<file path="src/hdl/motion_req_regs.svh">
// constants for the motion unit request handshake block
// assumes a 50 mhz clk; included by the top module only
// Notes on behaviour
// - system stop halts all axes using a 1 ms deceleration time.
// - while system stop is held, no axis operation may start.
// - packet capture starts on request only if monitor enable is set.
// - packet capture stops as soon as the request is dropped.
// - capture ends itself at 6 Mbytes or 3904 packets, clearing active.
// - flash write copies data, active flag high during copy only.
// - each flash write outcome is recorded in a result word.
// - recalculation rebuilds tables from the start number and enables them.
// - cam read request rising edge reads the selected cam pattern.
// - cam rewrite request rising edge overwrites the selected cam pattern.
// - comm stop request halts fieldbus, then raises stopped flag.
// - dropping comm stop request restarts fieldbus communication.
// - waveform logging runs only while logging enable is high.
// - logging enable falling during logging aborts the logging.
// - state switch request changes network state, then raises ack.
// - state switch ack clears when the request falls.
// - recalc request raised again first clears recalc done.
`ifndef MOTION_REQ_REGS_SVH
`define MOTION_REQ_REGS_SVH
`define CLK_HZ            50000000
`define DECEL_TIME_US     1000
`define DECEL_CYCLES      ((`CLK_HZ / 1000000) * `DECEL_TIME_US)
`define CAP_MAX_BYTES     (6 * 1024 * 1024)
`define CAP_MAX_PACKETS   3904
`define RESULT_OK         16'h0000
`define RESULT_FAIL       16'h0001
`endif

</file>
<file path="src/hdl/motion_req_pkg.sv">
// types for the motion unit request handshake block
// assumes nothing beyond the constants header
package motion_req_pkg;
  typedef enum logic [1:0] {
    JOB_IDLE = 2'b00,
    JOB_BUSY = 2'b01,
    JOB_DONE = 2'b10
  } job_e;
endpackage

</file>
<file path="src/hdl/motion_req_unit.sv">
// request/acknowledge flag handling of the motion unit
// assumes host flags arrive asynchronously; engines answer on clk
`timescale 1ns/1ps
`include "motion_req_regs.svh"
module motion_req_unit #(
  parameter int DECEL_CYCLES = `DECEL_CYCLES
) (
  // clock and reset
  input  wire logic        clk,
  input  wire logic        rst,
  // host request flags
  input  wire logic        system_stop_req,
  input  wire logic        packet_monitor_req,
  input  wire logic        flash_write_req,
  input  wire logic        group_change_req,
  input  wire logic        recalc_req,
  input  wire logic        cam_read_req,
  input  wire logic        cam_rewrite_req,
  input  wire logic        comm_stop_req,
  input  wire logic        wave_log_enable,
  input  wire logic        state_switch_req,
  // configuration
  input  wire logic        monitor_enable_cfg,
  input  wire logic [7:0]  cam_pattern_num,
  input  wire logic [15:0] recalc_start_table,
  // axis control
  input  wire logic        axis_start_req,
  output logic             axis_start_grant,
  output logic             axis_halt,
  output logic             axis_stopped,
  // packet capture engine
  input  wire logic        packet_captured,
  input  wire logic [15:0] packet_bytes,
  output logic             packet_monitor_active,
  // flash engine
  output logic             flash_copy_start,
  input  wire logic        flash_copy_finish,
  input  wire logic        flash_copy_ok,
  output logic             flash_write_active,
  output logic [15:0]      flash_write_result_word,
  // group change
  output logic             group_apply_start,
  input  wire logic        group_apply_finish,
  output logic             group_change_done,
  // recalculation
  output logic             recalc_start,
  output logic [15:0]      recalc_from_table,
  input  wire logic        recalc_finish,
  output logic             recalc_done,
  // cam tables
  output logic             cam_read_start,
  output logic             cam_rewrite_start,
  output logic [7:0]       cam_pattern_sel,
  input  wire logic        cam_read_finish,
  input  wire logic        cam_rewrite_finish,
  output logic             cam_read_done,
  output logic             cam_rewrite_done,
  // fieldbus
  output logic             fieldbus_halt,
  input  wire logic        fieldbus_idle,
  output logic             comm_stopped_flag,
  // waveform logging
  input  wire logic        wave_log_start,
  input  wire logic        wave_log_finish,
  output logic             wave_log_active,
  output logic             wave_log_abort,
  // network state switch
  output logic             state_switch_start,
  input  wire logic        state_switch_finish,
  output logic             state_switch_ack
);
  import motion_req_pkg::*;

  // elaboration check: a zero count would skip deceleration entirely
  if (DECEL_CYCLES < 1) begin : g_bad_decel
    $error("DECEL_CYCLES must be at least one");
  end

  localparam int NREQ = 10;
  localparam logic [31:0] CAP_BYTES = 32'(`CAP_MAX_BYTES);
  localparam logic [11:0] CAP_PKTS = 12'(`CAP_MAX_PACKETS);

  // two-stage synchronisers, one per host flag
  logic [NREQ-1:0] raw, s1_q, s2_q;
  assign raw = {state_switch_req, wave_log_enable, comm_stop_req,
                cam_rewrite_req, cam_read_req, recalc_req,
                group_change_req, flash_write_req, packet_monitor_req,
                system_stop_req};
  genvar g;
  generate
    for (g = 0; g < NREQ; g++) begin : g_sync
      always_ff @(posedge clk) begin
        if (rst) begin
          s1_q[g] <= 1'b0;
          s2_q[g] <= 1'b0;
        end else begin
          s1_q[g] <= raw[g];
          s2_q[g] <= s1_q[g];
        end
      end
    end
  endgenerate

  logic stop_s, mon_s, fw_s, grp_s, rc_s, cr_s, cw_s, cs_s, wl_s, sw_s;
  assign {sw_s, wl_s, cs_s, cw_s, cr_s, rc_s, grp_s, fw_s, mon_s,
          stop_s} = s2_q;

  // system stop and deceleration timer
  logic [31:0] dec_cnt_q, dec_cnt_d;
  logic        halt_q, halt_d;
  always_comb begin
    halt_d    = halt_q;
    dec_cnt_d = dec_cnt_q;
    if (stop_s && !halt_q) begin
      halt_d    = 1'b1;
      dec_cnt_d = 32'(DECEL_CYCLES);
    end else if (!stop_s) begin
      halt_d    = 1'b0;
      dec_cnt_d = 32'h0;
    end else if (dec_cnt_q != 32'h0) begin
      dec_cnt_d = dec_cnt_q - 32'h1;
    end
  end
  assign axis_halt        = halt_q;
  assign axis_stopped     = halt_q & (dec_cnt_q == 32'h0);
  assign axis_start_grant = axis_start_req & ~stop_s & ~halt_q;

  // packet capture with byte and packet limits
  logic        mon_q, mon_d, mon_req_q;
  logic [31:0] cap_bytes_q, cap_bytes_d;
  logic [11:0] cap_pkts_q, cap_pkts_d;
  always_comb begin
    mon_d       = mon_q;
    cap_bytes_d = cap_bytes_q;
    cap_pkts_d  = cap_pkts_q;
    if (!mon_s) begin
      mon_d = 1'b0;
    end else if (!mon_req_q && monitor_enable_cfg) begin
      mon_d       = 1'b1;
      cap_bytes_d = 32'h0;
      cap_pkts_d  = 12'h0;
    end else if (mon_q && packet_captured) begin
      cap_bytes_d = cap_bytes_q + {16'h0, packet_bytes};
      cap_pkts_d  = cap_pkts_q + 12'h1;
      if (cap_bytes_d >= CAP_BYTES || cap_pkts_d >= CAP_PKTS) begin
        mon_d = 1'b0;
      end
    end
  end
  assign packet_monitor_active = mon_q;

  // flash write: active while the copy runs, result latched on finish
  logic [15:0] result_q, result_d;
  req_job u_flash (
    .clk    (clk),
    .rst    (rst),
    .req    (fw_s),
    .allow  (1'b1),
    .start  (flash_copy_start),
    .busy   (flash_write_active),
    .finish (flash_copy_finish),
    .done   ()
  );
  always_comb begin
    result_d = result_q;
    if (flash_write_active && flash_copy_finish) begin
      result_d = flash_copy_ok ? `RESULT_OK : `RESULT_FAIL;
    end
  end
  assign flash_write_result_word = result_q;

  // group change; host holds request until done
  req_job u_group (
    .clk    (clk),
    .rst    (rst),
    .req    (grp_s),
    .allow  (1'b1),
    .start  (group_apply_start),
    .busy   (),
    .finish (group_apply_finish),
    .done   (group_change_done)
  );

  // recalculation; re-raise clears done first inside the job
  req_job u_recalc (
    .clk    (clk),
    .rst    (rst),
    .req    (rc_s),
    .allow  (1'b1),
    .start  (recalc_start),
    .busy   (),
    .finish (recalc_finish),
    .done   (recalc_done)
  );

  // cam read and rewrite share the pattern selector
  req_job u_cam_rd (
    .clk    (clk),
    .rst    (rst),
    .req    (cr_s),
    .allow  (1'b1),
    .start  (cam_read_start),
    .busy   (),
    .finish (cam_read_finish),
    .done   (cam_read_done)
  );
  req_job u_cam_wr (
    .clk    (clk),
    .rst    (rst),
    .req    (cw_s),
    .allow  (1'b1),
    .start  (cam_rewrite_start),
    .busy   (),
    .finish (cam_rewrite_finish),
    .done   (cam_rewrite_done)
  );

  // network state switch
  req_job u_state (
    .clk    (clk),
    .rst    (rst),
    .req    (sw_s),
    .allow  (1'b1),
    .start  (state_switch_start),
    .busy   (),
    .finish (state_switch_finish),
    .done   (state_switch_ack)
  );

  // operands captured on start so host changes mid-job do no harm
  logic [15:0] rc_from_q, rc_from_d;
  logic [7:0]  cam_sel_q, cam_sel_d;
  always_comb begin
    rc_from_d = recalc_start ? recalc_start_table : rc_from_q;
    cam_sel_d = (cam_read_start | cam_rewrite_start) ?
                cam_pattern_num : cam_sel_q;
  end
  assign recalc_from_table = rc_from_q;
  assign cam_pattern_sel   = cam_sel_q;

  // fieldbus stop: flag only after traffic really idles
  logic cstop_q, cstop_d;
  always_comb begin
    cstop_d = cs_s & fieldbus_idle;
  end
  assign fieldbus_halt     = cs_s;
  assign comm_stopped_flag = cstop_q;

  // waveform logging gated by enable, aborted when enable falls
  logic wl_q, wl_d, abort_q, abort_d;
  always_comb begin
    wl_d    = wl_q;
    abort_d = 1'b0;
    if (!wl_s) begin
      abort_d = wl_q;
      wl_d    = 1'b0;
    end else if (wave_log_start && !wl_q) begin
      wl_d = 1'b1;
    end else if (wave_log_finish) begin
      wl_d = 1'b0;
    end
  end
  assign wave_log_active = wl_q;
  assign wave_log_abort  = abort_q;

  always_ff @(posedge clk) begin
    if (rst) begin
      halt_q      <= 1'b0;
      dec_cnt_q   <= 32'h0;
      mon_q       <= 1'b0;
      mon_req_q   <= 1'b0;
      cap_bytes_q <= 32'h0;
      cap_pkts_q  <= 12'h0;
      result_q    <= `RESULT_OK;
      rc_from_q   <= 16'h0;
      cam_sel_q   <= 8'h0;
      cstop_q     <= 1'b0;
      wl_q        <= 1'b0;
      abort_q     <= 1'b0;
    end else begin
      halt_q      <= halt_d;
      dec_cnt_q   <= dec_cnt_d;
      mon_q       <= mon_d;
      mon_req_q   <= mon_s;
      cap_bytes_q <= cap_bytes_d;
      cap_pkts_q  <= cap_pkts_d;
      result_q    <= result_d;
      rc_from_q   <= rc_from_d;
      cam_sel_q   <= cam_sel_d;
      cstop_q     <= cstop_d;
      wl_q        <= wl_d;
      abort_q     <= abort_d;
    end
  end
endmodule

</file>
<file path="src/hdl/req_job.sv">
// one request/acknowledge job: start on a rising request, hand work to
// the engine, raise done when the engine finishes, clear done on release
// assumes request is already synchronised to clk
`timescale 1ns/1ps
module req_job (
  // clock and reset
  input  wire logic              clk,
  input  wire logic              rst,
  // request side
  input  wire logic              req,
  input  wire logic              allow,
  // engine side
  output logic                   start,
  output logic                   busy,
  input  wire logic              finish,
  // answer
  output logic                   done
);
  import motion_req_pkg::*;
  job_e st_q, st_d;
  logic req_q;
  logic rise;

  assign rise  = req & ~req_q;
  assign start = (st_q == JOB_IDLE) & rise & allow;
  assign busy  = (st_q == JOB_BUSY);
  assign done  = (st_q == JOB_DONE);

  always_comb begin
    st_d = st_q;
    case (st_q)
      JOB_IDLE: begin
        if (start) begin
          st_d = JOB_BUSY;
        end
      end
      JOB_BUSY: begin
        if (finish) begin
          st_d = JOB_DONE;
        end
      end
      JOB_DONE: begin
        // release or re-raise clears done before a new completion
        if (!req || rise) begin
          st_d = JOB_IDLE;
        end
      end
      default: st_d = JOB_IDLE;
    endcase
  end

  always_ff @(posedge clk) begin
    if (rst) begin
      st_q  <= JOB_IDLE;
      req_q <= 1'b0;
    end else begin
      st_q  <= st_d;
      req_q <= req;
    end
  end
endmodule
</file>
<file path="config.mk">
export PLATFORM = sky130hd
export DESIGN_NAME = motion_req_unit
export DESIGN_NICKNAME = d
export VERILOG_FILES = /design/src/hdl/motion_req_pkg.sv /design/src/hdl/motion_req_unit.sv /design/src/hdl/req_job.sv
export VERILOG_INCLUDE_DIRS = /design/src /design/src/hdl
export SDC_FILE = /design/constraint.sdc
export NUM_CORES = 1
export LEC_CHECK = 0
export ABC_CLOCK_PERIOD_IN_PS = 3200
export BUFFER_PORTS_ARGS = -buffer_cell sky130_fd_sc_hd__buf_2
export CAP_MARGIN = 30
export CELL_PAD_IN_SITES_DETAIL_PLACEMENT = 1
export CELL_PAD_IN_SITES_GLOBAL_PLACEMENT = 2
export CORE_MARGIN = 2
export CORE_UTILIZATION = 33
export CTS_CLUSTER_DIAMETER = 120
export CTS_CLUSTER_SIZE = 16
export DETAILED_ROUTE_END_ITERATION = 8
export MAX_ROUTING_LAYER = met4
export PLACE_DENSITY_LB_ADDON = 0.1
export RECOVER_POWER = 25
export SLEW_MARGIN = 20
export SYNTH_ARGS = -nofsm -noshare
export SYNTH_HDL_FRONTEND = slang
export SYNTH_SLANG_ARGS = --single-unit
</file>
<file path="constraint.sdc">
create_clock -name clk -period 3.2 [get_ports clk]
set_clock_uncertainty 0.2 [all_clocks]
set_input_delay 0.16 -clock clk [delete_from_list [all_inputs] [get_ports clk]]
set_output_delay 0.16 -clock clk [all_outputs]
set_load 0.01 [all_outputs]
</file>
==> results.json <==
{
  "status": "finished clean",
  "grt_pass1_vias": 6434,
  "synth_cell_type_count": 70,
  "via_per_inst": 4.84,
  "r2r_slack_ns": 0.16,
  "fmax_mhz": 326,
  "max-vdd-ir-drop_mv": 0.314,
  "clock_tree.root_cell": "clkbuf_16",
  "synth.yosys.seq_area_share_pct": 43.5,
  "reg2reg_from": "cap_bytes_q[8]",
  "p_leak_nw": 3.65,
  "gr-usage-all-layers_pct": 18.0,
  "syn_to_final_growth_pct": 32.7,
  "cp-end-kind": "flip-flop",
  "synth_compound_area_share_pct": 14.9,
  "crit_end": "packet_monitor_active",
  "synth_simple_gate_area_share_pct": 25.6,
  "dieArea_sq_mm": 0.0214,
  "h-tree-depth": 4,
  "core_sq_mm": 0.0200,
  "antenna_cells": 0,
  "postRouteAntennaNets": 0,
  "fin_setup_tns_ns": 0,
  "die_x_um": 146,
  "setup_violations": 0,
  "fin_crit_ns": 3.07,
  "worstPathMaxFanout": 6,
  "routed_wl_mm": 18.2,
  "syn_area_per_cell_sq_um": 8.67,
  "reg2reg_to": "packet_monitor_active",
  "drive_gt1_share_pct": 14.4,
  "wire_per_inst_um": 14.6,
  "drc": 0,
  "synth_edf_count": 0,
  "period_share_pct": 96.0,
  "via_count": 6009,
  "start_util_pct": 33.3,
  "p_per_area_mw_per_mm2": 483,
  "max_cap_violations": 0,
  "ys_ff_latch": 145,
  "synthTopCellsByArea": "dfxtp_1 43%, nor2_1 5.8%, a21oi_1 4.8%",
  "dp.cells": 1128,
  "grt_max_degree": 70,
  "rows": 52,
  "io_buffers": 109,
  "synthMuxAreaShare_pct": 1.50,
  "antenna_found_initial": 0,
  "cts_tree": "yes",
  "layout_commonest_cell": "dfxtp_1",
  "dpl.hpwl_mm": 12.1,
  "initialDrtViolationCount": 145,
  "synth_top_family_by_area": "simple AND/OR/NAND/NOR gates",
  "clk_path_buf_depth": 2,
  "slew-limit-headroom_pct": 40.3,
  "crit_type": "input port to flip-flop",
  "fin_cells": 1242,
  "holdWs_ns": 0.0903,
  "required_ns": 3.31,
  "crit_family": "compound AO/OA/AOI/OAI gates",
  "clk-insertion-delay-late_ns": 0.42,
  "synth_top_cell_by_area": "dfxtp_1",
  "worstMarginPinSlew_ns": 0.893,
  "async_reset_ff_share_pct": 0,
  "min_path_type": "input port to flip-flop",
  "synth_warnings": 0,
  "drt_pass1_iterations": 4,
  "layout_common_cells": "145 x dfxtp_1, 103 x nor2_1, 77 x dlygate4sd3_1, 71 x nand2_1, 71 x buf_2",
  "clk_pin_slew_worst_paths_ns": 0.05,
  "grt_pass1_wl_mm": 30.8,
  "synth_cells": 770,
  "cp_data_arrival_time_ns": 3.19,
  "dominantRegCellSynth": "dfxtp_1",
  "final_nets": 1044,
  "ff2ff_path_depth": 10,
  "whs_path_depth": 5,
  "crit_buf_inv": 2,
  "startpoint_type": "input port",
  "cts_made_buffers": 17,
  "synth_top_area_share_pct": 43.5,
  "rsz0062_at_grt": "no",
  "power.total_mw": 4.28,
  "grt_remaining_overflow": 0,
  "cpMaxStageDelayCell": "dlygate4sd3_1",
  "cp.depth": 12,
  "path_cells": "dlygate4sd3_1 > buf_2 > ha_1 > a21o_1 > a21oi_2 > o21ai_2 > a31o_4 > a21boi_4 > nor3_4 > or3_1 > a211o_1 > o41ai_2",
  "hold_violations": 0,
  "routabilityCongestion": 0.795,
  "netlist_area_sq_mm": 0.00668,
  "cp-startpoint": "packet_bytes[1]",
  "die_y_um": 146,
  "cpPeakStageDelay_ns": 0.53,
  "yosys.area_share.adder_pct": 3.86,
  "clkSinkCount": 145,
  "boundaryPins": 125,
  "synth_xor_area_share_pct": 6.43,
  "final_max_slew_viol_count": 0
}
==> synth_stat cells, types with 11 or more instances <==
cell type / n
a21oi_1: 64
a22oi_1: 16
buf_4: 15
clkbuf_1: 29
dfxtp_1: 145
ha_1: 19
inv_1: 11
nand2_1: 71
nand3_1: 21
nor2_1: 104
nor2b_1: 39
nor3_1: 16
nor4_1: 12
o21ai_0: 21
xnor2_1: 26
xor2_1: 23
==> report_power, final <==
part | switching (mW) | total (mW) | internal [mW]
clock | 0.789 | 2.04 | 1.25
sequential | 0.0203 | 1.86 | 1.84
combinational | 0.192 | 0.375 | 0.182
total | 1.00 | 4.28 | 3.27
==> through the flow <==
stage	area [sq um]	worst slack (ns)	utilization [%]
floorplan	6730	0.375	-
global placement	7470	0.260	37.3
detailed placement	7470	0.143	37.3
CTS	8840	0.0753	44.1
global route	8860	0.00316	44.2
finish	8860	0.129	44.2
==> final cells by class <==
class                           count  area, sq um
Clock buffer                       20          447
Clock inverter                     12          158
Sequential cell                   145         2900
Multi-Input combinational cell    581         3570
Inverter                           12         45.0
Tap cell                          270          338
Timing Repair Buffer              202         1400
Fill cell                        2385        11200
==> worst register-to-register path, cell delays in order (launching register included) <==
cell and delay (ns):
dfxtp_1 0.31, ha_1 0.37, a211oi_2 0.22, o21bai_1 0.08, a31o_1 0.20, a31o_4 0.24, a21boi_4 0.27, nor3_4 0.09
or3_1 0.34, a211o_1 0.31, o41ai_2 0.31
==> worst min-delay path by stage <==
stage,startpoint,to
finish,packet_bytes[14],cap_bytes_q[15]
global route,packet_bytes[14],cap_bytes_q[15]
CTS,packet_bytes[9],cap_bytes_q[9]
detailed placement,flash_copy_ok,flash_write_result_word[0]
global placement,wave_log_finish,wave_log_active
floorplan,flash_copy_finish,flash_write_result_word[0]
==> sequential cells by signal, indices dropped and copies added (netlist names), 2 cells and up <==
signal and count:
u_group.st_q 2, u_flash.st_q 2, recalc_from_table 16, u_state.st_q 2
dec_cnt_q 32, u_cam_wr.st_q 2, cap_bytes_q 32, u_cam_rd.st_q 2
s1_q 10, cap_pkts_q 12, u_recalc.st_q 2, cam_pattern_sel 8
==> cells by family after synthesis <==
family | after synthesis
compound gates | 152
xor+xnor | 49
fa+ha+maj | 20
buf+inv | 58
flops | 145
mux | 10
other cells | 1
simple gates | 335
==> layer usage <==
metal  global-route usage (%)  share of wire (%)
met1                     19.9                 43
met5                        -                  0
met2                     32.8                 53
met3                     3.56                2.9
met4                     5.15                1.4
==> timing repair <==
action                                 CTS  global route
setup buffers                            0             4
hold buffers                            77             0
setup endpoints to repair                0             1
endpoints found under the hold margin   56             0
gates resized for setup                  0             4
(Power assumes the default switching activity.)
